--- src/core/bmo_pkg.sv ---
// bmo_pkg: constants and types shared by the parallel BCD result port and its word buffer.
// assumes: one 200 MHz clock, and all pin inputs already synchronous to it.
// Functional notes
// - max, min and p-p data of every channel share one digit bus, chosen by select inputs
// - after a request the chosen channel's data is driven; ready ON marks it valid
// - all selects ON latches every channel, shows the first; each set strobe steps onward until the last channel is shown
// - six BCD digits weighted 1, 2, 4, 8; first digit is the least significant
// - output polarity selectable; positive logic shows bit 0 as ON, bit 1 as OFF
// - with no request, data outputs either hold the last word or go high impedance
// - sign output: under positive logic OFF is negative, ON is positive
// - alarm output OFF while any channel is in alarm, ON otherwise
// - alarm returns ON only after the cause is gone and that channel is reset
// - a data request arriving together with a serial output trigger is ignored
// - main display frozen from request until ready drops after the last word
// - front panel keys are rejected while the display is frozen
// - in start mode the pass/fail judgement is held for the whole transfer
// - sinking variant: ON is a low pin; sourcing variant: ON is a high pin
package bmo_pkg;

  localparam int NCH = 10;
  localparam int NDIG = 6;
  localparam int DIG_W = 4;
  localparam int DATA_W = NDIG * DIG_W;
  localparam int WORD_W = DATA_W + 1;
  localparam int NKEY = 8;
  localparam int BUF_DEPTH = 2;

  // select codes, bit 3 = fourth select input ... bit 0 = first, 1 = ON
  localparam logic [3:0] SEL_ALL = 4'hF;
  localparam logic [3:0] SEL_FIRST = 4'hE;
  localparam logic [3:0] SEL_LAST = 4'h5;
  localparam logic [3:0] LAST_CH = 4'(NCH - 1);

  localparam logic RST_OE_N = 1'b1;
  localparam logic RST_PIN = 1'b0;

  typedef enum logic [1:0] {
    ST_IDLE,
    ST_LOAD,
    ST_SHOW
  } bmo_state_e;

endpackage : bmo_pkg

--- src/core/bmo_buf2.sv ---
// bmo_buf2: two-entry word buffer with valid/ready on both sides and a flush.
// assumes: the filling side holds data stable while valid is high and ready is low.
`timescale 1ns/1ps
`default_nettype none

module bmo_buf2
  import bmo_pkg::*;
#(
  parameter int W = WORD_W
) (
  input wire logic sys_clk,
  input wire logic resetn,
  input wire logic flush,
  input wire logic inValid,
  output logic inReady,
  input wire logic [W-1:0] inData,
  output logic outValid,
  input wire logic outReady,
  output logic [W-1:0] outData
);

  typedef struct packed {
    logic [BUF_DEPTH-1:0][W-1:0] mem;
    logic wp;
    logic rp;
    logic [1:0] cnt;
  } bmo_buf_s;

  bmo_buf_s q;
  bmo_buf_s d;
  logic push;
  logic pop;

  assign inReady = (q.cnt != 2'(BUF_DEPTH));
  assign outValid = (q.cnt != 2'h0);
  assign outData = q.mem[q.rp];

  always_comb begin
    d = q;
    push = inValid & inReady;
    pop = outValid & outReady;
    if (flush) begin
      // a flush drops everything, including a word offered in the same cycle
      d.cnt = 2'h0;
      d.wp = 1'b0;
      d.rp = 1'b0;
    end else begin
      if (push) begin
        d.mem[q.wp] = inData;
        d.wp = ~q.wp;
      end
      if (pop) begin
        d.rp = ~q.rp;
      end
      d.cnt = 2'(q.cnt + {1'b0, push} - {1'b0, pop});
    end
  end

  always_ff @(posedge sys_clk or negedge resetn) begin
    if (!resetn) begin
      q <= '0;
    end else begin
      q <= d;
    end
  end

endmodule : bmo_buf2

`default_nettype wire

--- src/core/bmo_port.sv ---
// bmo_port: parallel BCD result port with channel select, all-channel stepping and alarm.
// assumes: pin inputs are raw pin levels synchronous to sys_clk; channel values, alarm
// causes, reset inputs and key presses come from the unit's own logic, active high.
`timescale 1ns/1ps
`default_nettype none

module bmo_port
  import bmo_pkg::*;
(
  input wire logic sys_clk,
  input wire logic resetn,
  input wire logic channelSelectBit1,
  input wire logic channelSelectBit2,
  input wire logic channelSelectBit3,
  input wire logic channelSelectBit4,
  input wire logic dataRequest,
  input wire logic setStrobe,
  input wire logic serialOutputTrigger,
  input wire logic sinkingVariant,
  input wire logic positiveLogic,
  input wire logic holdWhenIdle,
  input wire logic startHoldIsStart,
  input wire logic [NCH*DATA_W-1:0] chanDigits,
  input wire logic [NCH-1:0] chanNegative,
  input wire logic [NCH-1:0] chanAlarmCause,
  input wire logic [NCH-1:0] chanResetIn,
  input wire logic [3:0] displayedChan,
  input wire logic resetKey,
  input wire logic [NKEY-1:0] keyPress,
  output logic [NDIG-1:0] digitWeightOne,
  output logic [NDIG-1:0] digitWeightTwo,
  output logic [NDIG-1:0] digitWeightFour,
  output logic [NDIG-1:0] digitWeightEight,
  output logic digitOeN,
  output logic signOut,
  output logic signOeN,
  output logic readyOut,
  output logic alarmOut,
  output logic displayFrozen,
  output logic [NKEY-1:0] keyAccepted,
  output logic judgeHold
);

  typedef struct packed {
    bmo_state_e st;
    logic drqQ;
    logic setQ;
    logic allMode;
    logic blocked;
    logic [3:0] selIdx;
    logic filling;
    logic [3:0] fillIdx;
    logic [3:0] shownCnt;
    logic [WORD_W-1:0] shownWord;
    logic [NCH-1:0] alarm;
    logic [NCH-1:0][WORD_W-1:0] snap;
    logic [DATA_W-1:0] digPin;
    logic digOeN;
    logic signPin;
    logic signOeN;
    logic readyPin;
    logic alarmPin;
    logic frozen;
    logic [NKEY-1:0] keyAcc;
    logic judge;
  } bmo_port_s;

  bmo_port_s q;
  bmo_port_s d;

  logic [3:0] selCode;
  logic selValid;
  logic drqOn;
  logic setOn;
  logic setRise;
  logic active;
  logic flush;
  logic pushValid;
  logic pushReady;
  logic [WORD_W-1:0] pushData;
  logic popValid;
  logic popReady;
  logic [WORD_W-1:0] popData;
  logic [DATA_W-1:0] dataOn;
  logic signOn;
  logic readyOn;
  logic alarmOn;
  logic keysOk;
  logic chanClear;

  // pin level to logical ON and back
  function automatic logic pinOn(input logic pin, input logic sink);
    pinOn = sink ? ~pin : pin;
  endfunction : pinOn

  function automatic logic [WORD_W-1:0] liveWord(
    input logic [NCH*DATA_W-1:0] digits,
    input logic [NCH-1:0] neg,
    input logic [3:0] idx
  );
    liveWord = {neg[idx], digits[idx*DATA_W +: DATA_W]};
  endfunction : liveWord

  // select decode: the codes run downward from the first slot's A channel
  always_comb begin
    selCode = {pinOn(channelSelectBit4, sinkingVariant),
               pinOn(channelSelectBit3, sinkingVariant),
               pinOn(channelSelectBit2, sinkingVariant),
               pinOn(channelSelectBit1, sinkingVariant)};
    selValid = (selCode == SEL_ALL) ||
               ((selCode >= SEL_LAST) && (selCode <= SEL_FIRST));
    drqOn = pinOn(dataRequest, sinkingVariant);
    setOn = pinOn(setStrobe, sinkingVariant);
    setRise = setOn & ~q.setQ;
  end

  // the filler's valid and word index come from q only, so back-pressure never races the state update
  assign pushValid = q.filling;
  assign pushData = q.allMode ? q.snap[q.fillIdx] :
                    liveWord(chanDigits, chanNegative, q.selIdx);
  assign popReady = (q.st == ST_LOAD);

  bmo_buf2 #(
    .W(WORD_W)
  ) u_buf (
    .sys_clk(sys_clk),
    .resetn(resetn),
    .flush(flush),
    .inValid(pushValid),
    .inReady(pushReady),
    .inData(pushData),
    .outValid(popValid),
    .outReady(popReady),
    .outData(popData)
  );

  always_comb begin
    d = q;
    flush = 1'b0;
    d.drqQ = drqOn;
    d.setQ = setOn;

    // transfer sequencing
    case (q.st)
      ST_IDLE: begin
        if (!drqOn) begin
          d.blocked = 1'b0;
        end else if (!q.blocked) begin
          if (serialOutputTrigger || !selValid) begin
            // a clash with the serial trigger is refused until the request drops
            d.blocked = 1'b1;
          end else begin
            d.allMode = (selCode == SEL_ALL);
            d.selIdx = 4'(SEL_FIRST - selCode);
            d.filling = 1'b1;
            d.fillIdx = 4'h0;
            d.shownCnt = 4'h0;
            d.st = ST_LOAD;
            if (selCode == SEL_ALL) begin
              for (int i = 0; i < NCH; i++) begin
                d.snap[i] = liveWord(chanDigits, chanNegative, 4'(i));
              end
            end
          end
        end
      end
      ST_LOAD: begin
        if (popValid) begin
          d.shownWord = popData;
          d.st = ST_SHOW;
        end
      end
      ST_SHOW: begin
        // a strobe after the last channel has nothing left to show and is ignored
        if (q.allMode && setRise && (q.shownCnt != LAST_CH)) begin
          d.shownCnt = 4'(q.shownCnt + 4'h1);
          d.st = ST_LOAD;
        end
      end
      default: begin
        d.st = ST_IDLE;
      end
    endcase

    // filler: one word in single mode, every latched channel in order otherwise
    if (q.filling && pushReady) begin
      if (q.allMode && (q.fillIdx != LAST_CH)) begin
        d.fillIdx = 4'(q.fillIdx + 4'h1);
      end else begin
        d.filling = 1'b0;
      end
    end

    // withdrawing the request ends the transfer at once from any state
    if ((q.st != ST_IDLE) && !drqOn) begin
      d.st = ST_IDLE;
      d.filling = 1'b0;
      flush = 1'b1;
    end

    active = (d.st != ST_IDLE);
    readyOn = (d.st == ST_SHOW);
    d.frozen = active;
    keysOk = ~active;
    d.keyAcc = keyPress & {NKEY{keysOk}};
    d.judge = active & startHoldIsStart;

    // alarm latches: a cause sets, a reset clears only once the cause is gone
    for (int i = 0; i < NCH; i++) begin
      chanClear = chanResetIn[i] | (resetKey & keysOk & (displayedChan == 4'(i)));
      d.alarm[i] = chanAlarmCause[i] | (q.alarm[i] & ~chanClear);
    end
    alarmOn = ~|d.alarm;

    // logical levels to pin levels
    for (int b = 0; b < DATA_W; b++) begin
      dataOn[b] = positiveLogic ? ~d.shownWord[b] : d.shownWord[b];
      d.digPin[b] = pinOn(dataOn[b], sinkingVariant);
    end
    signOn = positiveLogic ? ~d.shownWord[WORD_W-1] : d.shownWord[WORD_W-1];
    d.signPin = pinOn(signOn, sinkingVariant);
    d.readyPin = pinOn(readyOn, sinkingVariant);
    d.alarmPin = pinOn(alarmOn, sinkingVariant);
    // in release mode the data lines float between transfers
    d.digOeN = ~(active | holdWhenIdle);
    d.signOeN = ~(active | holdWhenIdle);
  end

  always_ff @(posedge sys_clk or negedge resetn) begin
    if (!resetn) begin
      q <= '0;
      q.st <= ST_IDLE;
      q.digOeN <= RST_OE_N;
      q.signOeN <= RST_OE_N;
      q.readyPin <= RST_PIN;
      q.alarmPin <= RST_PIN;
    end else begin
      q <= d;
    end
  end

  // digit k of the bus is bits 4k..4k+3 of the shown word, first digit least significant
  for (genvar k = 0; k < NDIG; k++) begin : g_digit
    assign digitWeightOne[k] = q.digPin[k*DIG_W];
    assign digitWeightTwo[k] = q.digPin[k*DIG_W+1];
    assign digitWeightFour[k] = q.digPin[k*DIG_W+2];
    assign digitWeightEight[k] = q.digPin[k*DIG_W+3];
  end

  assign digitOeN = q.digOeN;
  assign signOut = q.signPin;
  assign signOeN = q.signOeN;
  assign readyOut = q.readyPin;
  assign alarmOut = q.alarmPin;
  assign displayFrozen = q.frozen;
  assign keyAccepted = q.keyAcc;
  assign judgeHold = q.judge;

endmodule : bmo_port

`default_nettype wire

--- config.mk ---
export PLATFORM = sky130hd
export DESIGN_NAME = bmo_port
export DESIGN_NICKNAME = d
export VERILOG_FILES = /design/src/core/bmo_pkg.sv /design/src/core/bmo_buf2.sv /design/src/core/bmo_port.sv
export SDC_FILE = /design/constraint.sdc
export NUM_CORES = 1
export LEC_CHECK = 0
export BUFFER_PORTS_ARGS = -buffer_cell sky130_fd_sc_hd__buf_2
export CELL_PAD_IN_SITES_DETAIL_PLACEMENT = 0
export CELL_PAD_IN_SITES_GLOBAL_PLACEMENT = 1
export CORE_ASPECT_RATIO = 0.75
export CORE_MARGIN = 2
export CORE_UTILIZATION = 50
export DETAILED_ROUTE_END_ITERATION = 10
export PLACE_DENSITY = 0.88
export SYNTH_ARGS = -nofsm -noshare
export SYNTH_HDL_FRONTEND = slang
export SYNTH_SLANG_ARGS = --single-unit
--- constraint.sdc ---
create_clock -name sys_clk -period 5.7 [get_ports sys_clk]
set_input_delay 0 -clock sys_clk [delete_from_list [all_inputs] [get_ports sys_clk]]
set_output_delay 0 -clock sys_clk [all_outputs]
set_load 0.1 [all_outputs]
## Word level (Yosys, flattened, before mapping)

Cells that the tools add are included.

- Bitwise gates (word level): 122
- $mul: 1
- Shift-type cells: 1
- Magnitude comparators: 7
- Equal/unequal tests: 20
- Reductions and logical operators: 25
- Add/subtract/negate cells: 5
- Mux-type cells: 93

Operator list:

| operator | count |
|---|---|
| indexed part select 240 x 10 -> 24 bit | 1 |
| two-way mux 25 bit | 7 |
| binary-select mux 25 bit (select 4 bit) | 1 |
| NOT 1 bit | 75 |
| two-way mux 1 bit | 66 |
| bitwise mux 50 bit | 1 |
| AND 1 bit | 25 |
| demux 25 bit (select 1 bit) | 1 |
| OR 1 bit | 21 |
| equality test 4 x 3 -> 1 bit (second input constant) | 4 |
| two-way mux 14 bit | 1 |
| two-way mux 13 bit | 1 |
| equality test 4 bit (second input constant) | 3 |
| two-way mux 2 bit | 6 |
| two-way mux 4 bit | 3 |
| nonzero test 2 bit | 6 |
| < comparator 4 x 5 -> 1 bit (second input constant) | 2 |
| two-way mux 5 bit | 2 |
| inequality test 2 bit (second input constant) | 5 |
| AND reduction 5 bit | 2 |
| OR reduction 10 bit | 1 |
| two-way mux 9 bit | 1 |
| adder 4 x 1 -> 4 bit (second input constant) | 2 |
| AND 8 bit | 1 |
| 23 further kinds | 36 |

- Register bits: 395
- Output and inout bits: 39

## Depth between registers and ports, before layout

Gate-level depths: netlist of the first run.

- Depth in word-level cells: 23
- Gate-level depth with buffers: 12

## Hierarchy

From an unflattened synthesis of the first run, not the netlist that was laid out.

- Cell total of the unflattened synthesis: 1386
- Area total of the unflattened synthesis: 19879.1 um2

Modules (own cells, without submodules):

| module | seq. area each (um2) | instances | area each (um2) | cells an instance |
|---|---|---|---|---|
| bmo_port | 8534.4 | 1 | 17451.7 | 1225 |
| bmo_buf2 | 1351.3 | 1 | 2427.3 | 161 |

## Worst setup path before layout of the first run

OpenSTA, ideal clock, no wires.

- Path kind: input to register
- Start point: input sinkingVariant
- End point: register q (netlist bit alarmOut)
- Path slack: 3370 ps
- Data arrival time: 2208 ps
- Path buffers: 1
- Library setup time: 123 ps
- Stages: 11
- Cells stage by stage: buf_6 > xor2_1 > ha_1 > or3b_1 > a22oi_2 > o211ai_2 > a31oi_4 > nand4_1 > a2111oi_2 > nand4b_1 > xnor2_1

RTL lines:

| element | line | text |
|---|---|---|
| from (decl) | bmo_port.sv:19 | `input wire logic sinkingVariant,` |
| to (decl) | bmo_port.sv:68 | `bmo_port_s q;` |

==> out/metrics.csv, run 1 <==
stage,metric,value,unit
routing,drtIter0Drc,1404,
timing,setup_tns,0,ps
finish,nets,2330,
finish,final_util,67.1,%
grt,grt_pass1_vias,15704,
yosys,synthesis.nets,1777,
cts,cts_buffer_depth,3,
worst_setup_path,cp_slowest_cell,dlygate4sd3_1,
placement,portBuffers,334,
grt,grt_overflow,0,
routing,wl_per_cell,23.3,um
yosys,synthesis.area,0.0196,sq mm
cts,clkSlewWorstSetupHoldPaths,60,ps
finish,multiInputGateArea,0.00889,sq mm
timing,relSlewSlack,27.5,%
timing,skew,26.1,ps
yosys,ys_ff_latch,395,
worst_setup_path,critPathKind,in -> reg,
power,total_power,0.0118,W
timing,fin_crit_sh,62.0,%
timing,fmax,283,MHz
cts,ctsResizeCount,0,
routing,dr.pass1.iters,5,
yosys,yosys.cell_types.count,56,
finish,ff_latch_area,0.00990,sq mm
timing,rsz0062_at_grt,false,
placement,hpwl,36900,um
worst_setup_path,cp_max_fo,14,
yosys,synth-seq-area-share,50.5,%
die,die_h,175,um
worst_setup_path,cp_num_cells,13,
finish,fillers,2664,
finish,drive_gt1_share,40.4,%
job,drv_cap,0,
cts,hold_buffers,295,
cts,cts_tree,built,
placement,gp_routability_congestion,0.888,
worst_setup_path,end_kind,register,
die,fp.dieW,233,um
cts,cts_made_buffers,41,
timing,worst_slack,2170,ps
timing,finalSetupViolations,0,
routing,via_per_inst,5.81,
die,ioPinCount,335,
yosys,ys_async_sr_fraction,100,%
worst_setup_path,arrival,3960,ps
yosys,synth_area_per_cell,13.3,sq um
routing,num_vias,14991,
finish,mostFrequentLayoutCells,"dfrtp_1, buf_2, dlygate4sd3_1, mux2_2, mux4_2",
die,dieArea,0.0408,sq mm
cts,root_buffer,clkbuf_16,
finish,synthToLayoutAreaGrowth,31.7,%
run_status,status,"finished, final reports clean",
worst_setup_path,crit_top_cell,dlygate4sd3_1,
yosys,synth_edf_count,0,
timing,finalHoldViolations,0,
yosys,syn_inst,1473,
cts,clock-sinks,395,
die,initial_core_util,50.9,%
power,ir_drop,0.226,mV
yosys,ys_warn_count,0,
timing,slew_violations,0,
worst_setup_path,cp_top_family,buffers and inverters,
worst_setup_path,crit_path_max_incr_delay,590,ps
min_path,hold_path.class,in -> reg,
power,p_leak,11.8,nW
finish,mostFrequentLayoutCell,dfrtp_1,
worst_setup_path,startpoint_type,primary input,
worst_setup_path,r2r_cells,9,
cts,postCtsSetupRepairBufs,0,
cts,htreeDepth,2,
grt,grt_max_degree,175,
power,p_per_area,459,mW/mm^2
die,coreArea,0.0385,sq mm
routing,postRouteWirelength,60100,um
min_path,hold_path_depth,5,
placement,dpl_worst_slack,2570,ps
worst_setup_path,critical_path_required,6120,ps
cts,insertion_delay,560,ps
grt,grt_usage,29.9,%
routing,drc_errors,0,
timing,tightestPinTransition,1090,ps
grt,antenna_found_initial,11,
die,num_rows,62,
grt,grt_pass1_wl,92600,um
worst_setup_path,critPathBufInv,3,
timing,min_period,3530,ps
worst_setup_path,path_cells,"dlygate4sd3_1, buf_2, xor2_1, ha_1, or3b_1, a22oi_2, o211ai_2, a31oi_4, nand4_1, a2111oi_2, nand4b_1, xnor2_1, dlygate4sd3_1",
yosys,ys.flop_type,dfrtp_1,
routing,drtAntennaViolNets,0,
==> cell usage after synthesis, types with 6 or more instances <==
| master | number | area [sq um] |
|---|---|---|
| buf_4 | 52 | 390 |
| buf_1 | 9 | 33.8 |
| nor2_1 | 48 | 180 |
| ha_1 | 8 | 100 |
| clkbuf_1 | 59 | 221 |
| nor3_1 | 6 | 30.0 |
| mux2i_1 | 75 | 751 |
| nand2b_1 | 7 | 43.8 |
| nand2_1 | 91 | 342 |
| mux4_2 | 100 | 2250 |
| mux2_2 | 277 | 3120 |
| and3_1 | 8 | 50.1 |
| o221ai_1 | 25 | 219 |
| xor2_1 | 32 | 280 |
| a21oi_1 | 66 | 330 |
| a221oi_1 | 26 | 228 |
| inv_1 | 19 | 71.3 |
| buf_2 | 21 | 105 |
| xnor2_1 | 9 | 78.8 |
| dfrtp_1 | 394 | 9860 |
| o21ai_0 | 84 | 420 |
==> flip-flops by register name, indices dropped and copies added, names as in the netlist <==
| register | flops |
|---|---|
| alarmOut | 1 |
| digitWeightEight | 6 |
| digitWeightFour | 6 |
| digitWeightOne | 6 |
| digitWeightTwo | 6 |
| displayFrozen | 1 |
| judgeHold | 1 |
| keyAccepted | 8 |
| pushValid | 1 |
| q | 302 |
| readyOut | 1 |
| signOeN | 1 |
| signOut | 1 |
| u_buf.q | 54 |
==> per-stage QoR <==
| stage | cells | cell area, sq um | hold WS [ps] |
|---|---|---|---|
| 2_1_floorplan | 1473 | 19600 | -296 |
| 3_5_place_dp | 2200 | 21400 | 79.9 |
| 4_1_cts | 2570 | 25800 | 7.75 |
| 6_report | 2579 | 25800 | 27.3 |
| 5_1_grt | 2578 | 25800 | 54.9 |
| 3_3_place_gp | 2200 | 21400 | 74.6 |
==> cell families (layout without fill, tap and decap cells) <==
kind of cell	Yosys count	after routing	share of synthesized area [%]
AO/OA/AOI/OAI	220	220	7.04
multiplexers	452	452	31.3
flip-flops	395	395	50.5
buffers and inverters	163	748	4.33
adder cells (fa/ha/maj)	8	8	0.511
XOR/XNOR	41	41	1.83
other	0	9	0
AND/OR/NAND/NOR	194	194	4.57
==> worst min-delay path: cells and delay by family <==
kind / cells / cell delay, ps
AO/OA/AOI/OAI: 3 / 270
buffers and inverters: 1 / 140
AND/OR/NAND/NOR: 1 / 100
==> worst paths after layout <==
check	startpoint	to	slack (ps)
setup reg to reg	q[341]	alarmOut	2620
hold / removal	channelSelectBit3	q[326]	30
hold reg to reg	u_buf.q[28]	u_buf.q[28]	480
setup / recovery	sinkingVariant	alarmOut	2170
max in group asynchronous	resetn	q[249]	4110
min in group asynchronous	resetn	judgeHold	60
==> layout make-up <==
cell class | count | share of cell area (%)
flip-flops and latches | 395 | 38.4
multi-input cells | 915 | 34.5
repair buffers | 653 | 18.9
clock buffers | 62 | 4.75
well taps | 512 | 2.48
clock inverters | 13 | 0.655
inverters | 20 | 0.291
diodes | 9 | 0.0873
==> power by group <==
group / leakage, nW / switching (W) / internal (W) / total, W
logic: 5.91 / 0.00280 / 0.00187 / 0.00467
clock network: 0.687 / 0.00116 / 0.00163 / 0.00279
registers: 5.16 / 0.000722 / 0.00365 / 0.00437
total: 11.8 / 0.00469 / 0.00715 / 0.0118
==> per-layer routing <==
layer	GRT usage (%)	share of wire [%]	routed length, um	up-vias
met5	0	0.060	36	-
met4	10.4	3.5	2110	6
met3	6.15	8.2	4900	184
met1	42.6	43	25600	7542
met2	45.8	46	27500	756
li1	-	-	-	6503
No activity file was read; power rests on OpenSTA's default activity.
==> run 2, diff against run 1 <==
--- a/config.mk
+++ b/config.mk
@@ -10,9 +10,9 @@
 export CELL_PAD_IN_SITES_GLOBAL_PLACEMENT = 1
 export CORE_ASPECT_RATIO = 0.75
 export CORE_MARGIN = 2
-export CORE_UTILIZATION = 50
+export CORE_UTILIZATION = 42
 export DETAILED_ROUTE_END_ITERATION = 10
-export PLACE_DENSITY = 0.88
+export PLACE_DENSITY = 0.79
 export SYNTH_ARGS = -nofsm -noshare
 export SYNTH_HDL_FRONTEND = slang
 export SYNTH_SLANG_ARGS = --single-unit
==> constraint.sdc (replaced) <==
create_clock -name sys_clk -period 3.1 [get_ports sys_clk]
set_input_delay 0 -clock sys_clk [delete_from_list [all_inputs] [get_ports sys_clk]]
set_output_delay 0 -clock sys_clk [all_outputs]
set_load 0.1 [all_outputs]
==> run 2 against run 1 <==
Against the previous run:
- clock skew grew 2.8 ps
- clock-buffer cell count shrank 1
- critical path type unchanged
- clock power grew 92%
- highest routed layer unchanged
- largest power group unchanged
==> out/metrics.csv, run 2 (same netlist as run 1, synthesis figures left out) <==
stage,metric,value,unit
placement,dp_cells,2352,
timing,min_period,2990,ps
grt,grt_usage,24.9,%
routing,wl_per_cell,21.7,um
finish,largest_register_ffs,302,
finish,finalInstanceArea,0.0265,sq mm
grt,grt_pass1_vias,15595,
grt,grt_max_degree,91,
finish,drive_gt1_share,41.6,%
job,drv_cap,0,
cts,cts_tree,built,
power,netSwitchingFraction,38.9,%
timing,fin_crit_sh,96.5,%
finish,layout.cells.non_filler,2738,
power,p_leak,12.0,nW
power,power_frac_clock,24.0,%
finish,mostFrequentLayoutCells,"dfrtp_1, buf_2, dlygate4sd3_1, mux2_2, mux4_2",
power,pwr-share-seq,34.7,%
finish,mostFrequentLayoutCell,dfrtp_1,
placement,placed_area,0.0220,sq mm
cts,insertion_delay,570,ps
min_path,hold_path.class,in -> async,
timing,finalSetupViolations,0,
timing,rsz0062_at_grt,false,
worst_setup_path,end_kind,register,
worst_setup_path,cp_slowest_cell,dlygate4sd3_1,
worst_setup_path,startpoint_type,primary input,
worst_setup_path,arrival,3440,ps
run_status,status,"finished, final reports clean",
routing,postRouteWirelength,59500,um
cts,root_buffer,clkbuf_16,
timing,skew,28.8,ps
grt,grt_overflow,0,
worst_setup_path,cp_top_family,buffers and inverters,
routing,dr.pass1.iters,5,
timing,hold_ws,44.4,ps
cts,cts_made_buffers,43,
placement,gp_routability_congestion,0.874,
cts,clkSlewWorstSetupHoldPaths,60,ps
worst_setup_path,critical_path_required,3540,ps
die,fp.dieW,253,um
worst_setup_path,critPathKind,in -> reg,
grt,grt_pass1_wl,92100,um
timing,fmax,334,MHz
routing,num_vias,14674,
die,dieArea,0.0484,sq mm
power,switchingPower,0.00867,W
worst_setup_path,critPathBufInv,4,
die,ioPinCount,335,
timing,slew_violations,0,
routing,drtIter0Drc,1141,
cts,htreeDepth,2,
worst_setup_path,crit_path_max_incr_delay,570,ps
die,initial_core_util,42.6,%
die,coreArea,0.0460,sq mm
die,die_h,191,um
power,p_per_area,841,mW/mm^2
worst_setup_path,path_cells,"dlygate4sd3_1, buf_2, xor2_1, ha_1, or3b_1, a22oi_2, o211ai_2, nand3_1, buf_6, a21oi_1, nand2_1, xor2_1, a31oi_1, dlygate4sd3_1",
worst_setup_path,cp_max_fo,22,
cts,cts_buffer_depth,3,
cts,clock-sinks,395,
timing,setup_tns,0,ps
placement,hpwl,39700,um
routing,drtAntennaViolNets,0,
timing,relSlewSlack,33.2,%
finish,nets,2375,
routing,drc_errors,0,
timing,tightestPinTransition,991,ps
timing,finalHoldViolations,0,
finish,synthToLayoutAreaGrowth,35.2,%
grt,antenna_found_initial,7,
placement,portBuffers,334,
power,ir_drop,0.410,mV
power,p_comb_share,41.3,%
finish,regMostFlops,q,
power,internal_power,0.0136,W
routing,via_per_inst,5.36,
die,num_rows,68,
==> run 2: changes by cell type in the layout (fill, tap and decap cells not counted), sizes merged <==
cell         delta
buf            +36
clkbuf          -1
diode           -4
inv             +1
bufinv          +1
dlygate4sd3     +7
clkinvlp        +1
==> run 2: cell type report <==
cell class              instances  area [sq um]
fillers                      3637         19500
flip-flops and latches        395          9900
multi-input cells             915          8900
repair buffers                696          5350
clock buffers                  61          1270
well taps                     630           788
clock inverters                16           196
inverters                      20          75.1
diodes                          5          12.5
==> run 2: worst paths after layout <==
path | from | slack (ps) | end | cells after the start
min | resetn | 40 | q[222] | 2
min reg2reg | u_buf.q[8] | 480 | u_buf.q[8] | 2
min in group sys_clk | positiveLogic | 50 | digitWeightEight[5] | 3
max in group asynchronous | resetn | 2050 | signOeN | 3
max reg2reg | q[324] | 260 | q[326] | 10
max | sinkingVariant | 110 | q[326] | 14
==> run 2: what timing repair did <==
action / CTS / global route
hold endpoints to repair: 359 / 0
resized for setup: 0 / 1
buffers inserted: 0 / 2
endpoints found under the setup margin: 0 / 2
hold buffers: 302 / 0
==> run 2: power groups by stage <==
stage          Clock [W]  Combinational [W]  Sequential (W)
2_1_floorplan          0            0.00664         0.00745
3_3_place_gp           0            0.00868         0.00774
3_5_place_dp           0            0.00881         0.00780
4_1_cts          0.00546            0.00916         0.00772
5_1_grt          0.00570            0.00984         0.00794
6_report         0.00536            0.00920         0.00774
==> run 2: routing by layer <==
layer	global-route usage [%]	vias to the layer above	wire [um]
li1	-	6598	-
met1	35.0	7402	26600
met2	38.1	534	26900
met3	6.17	136	4340
met4	8.01	4	1580
met5	0	-	28
==> run 2: metrics by stage <==
stage / power (W) / util (%) / setup WS (ps)
floorplan: 0.0141 / - / 770
global placement: 0.0164 / 47.7 / 531
detailed placement: 0.0166 / 47.7 / 430
CTS: 0.0223 / 57.5 / 83.0
global route: 0.0235 / 57.5 / 42.6
finish: 0.0223 / 57.6 / 109
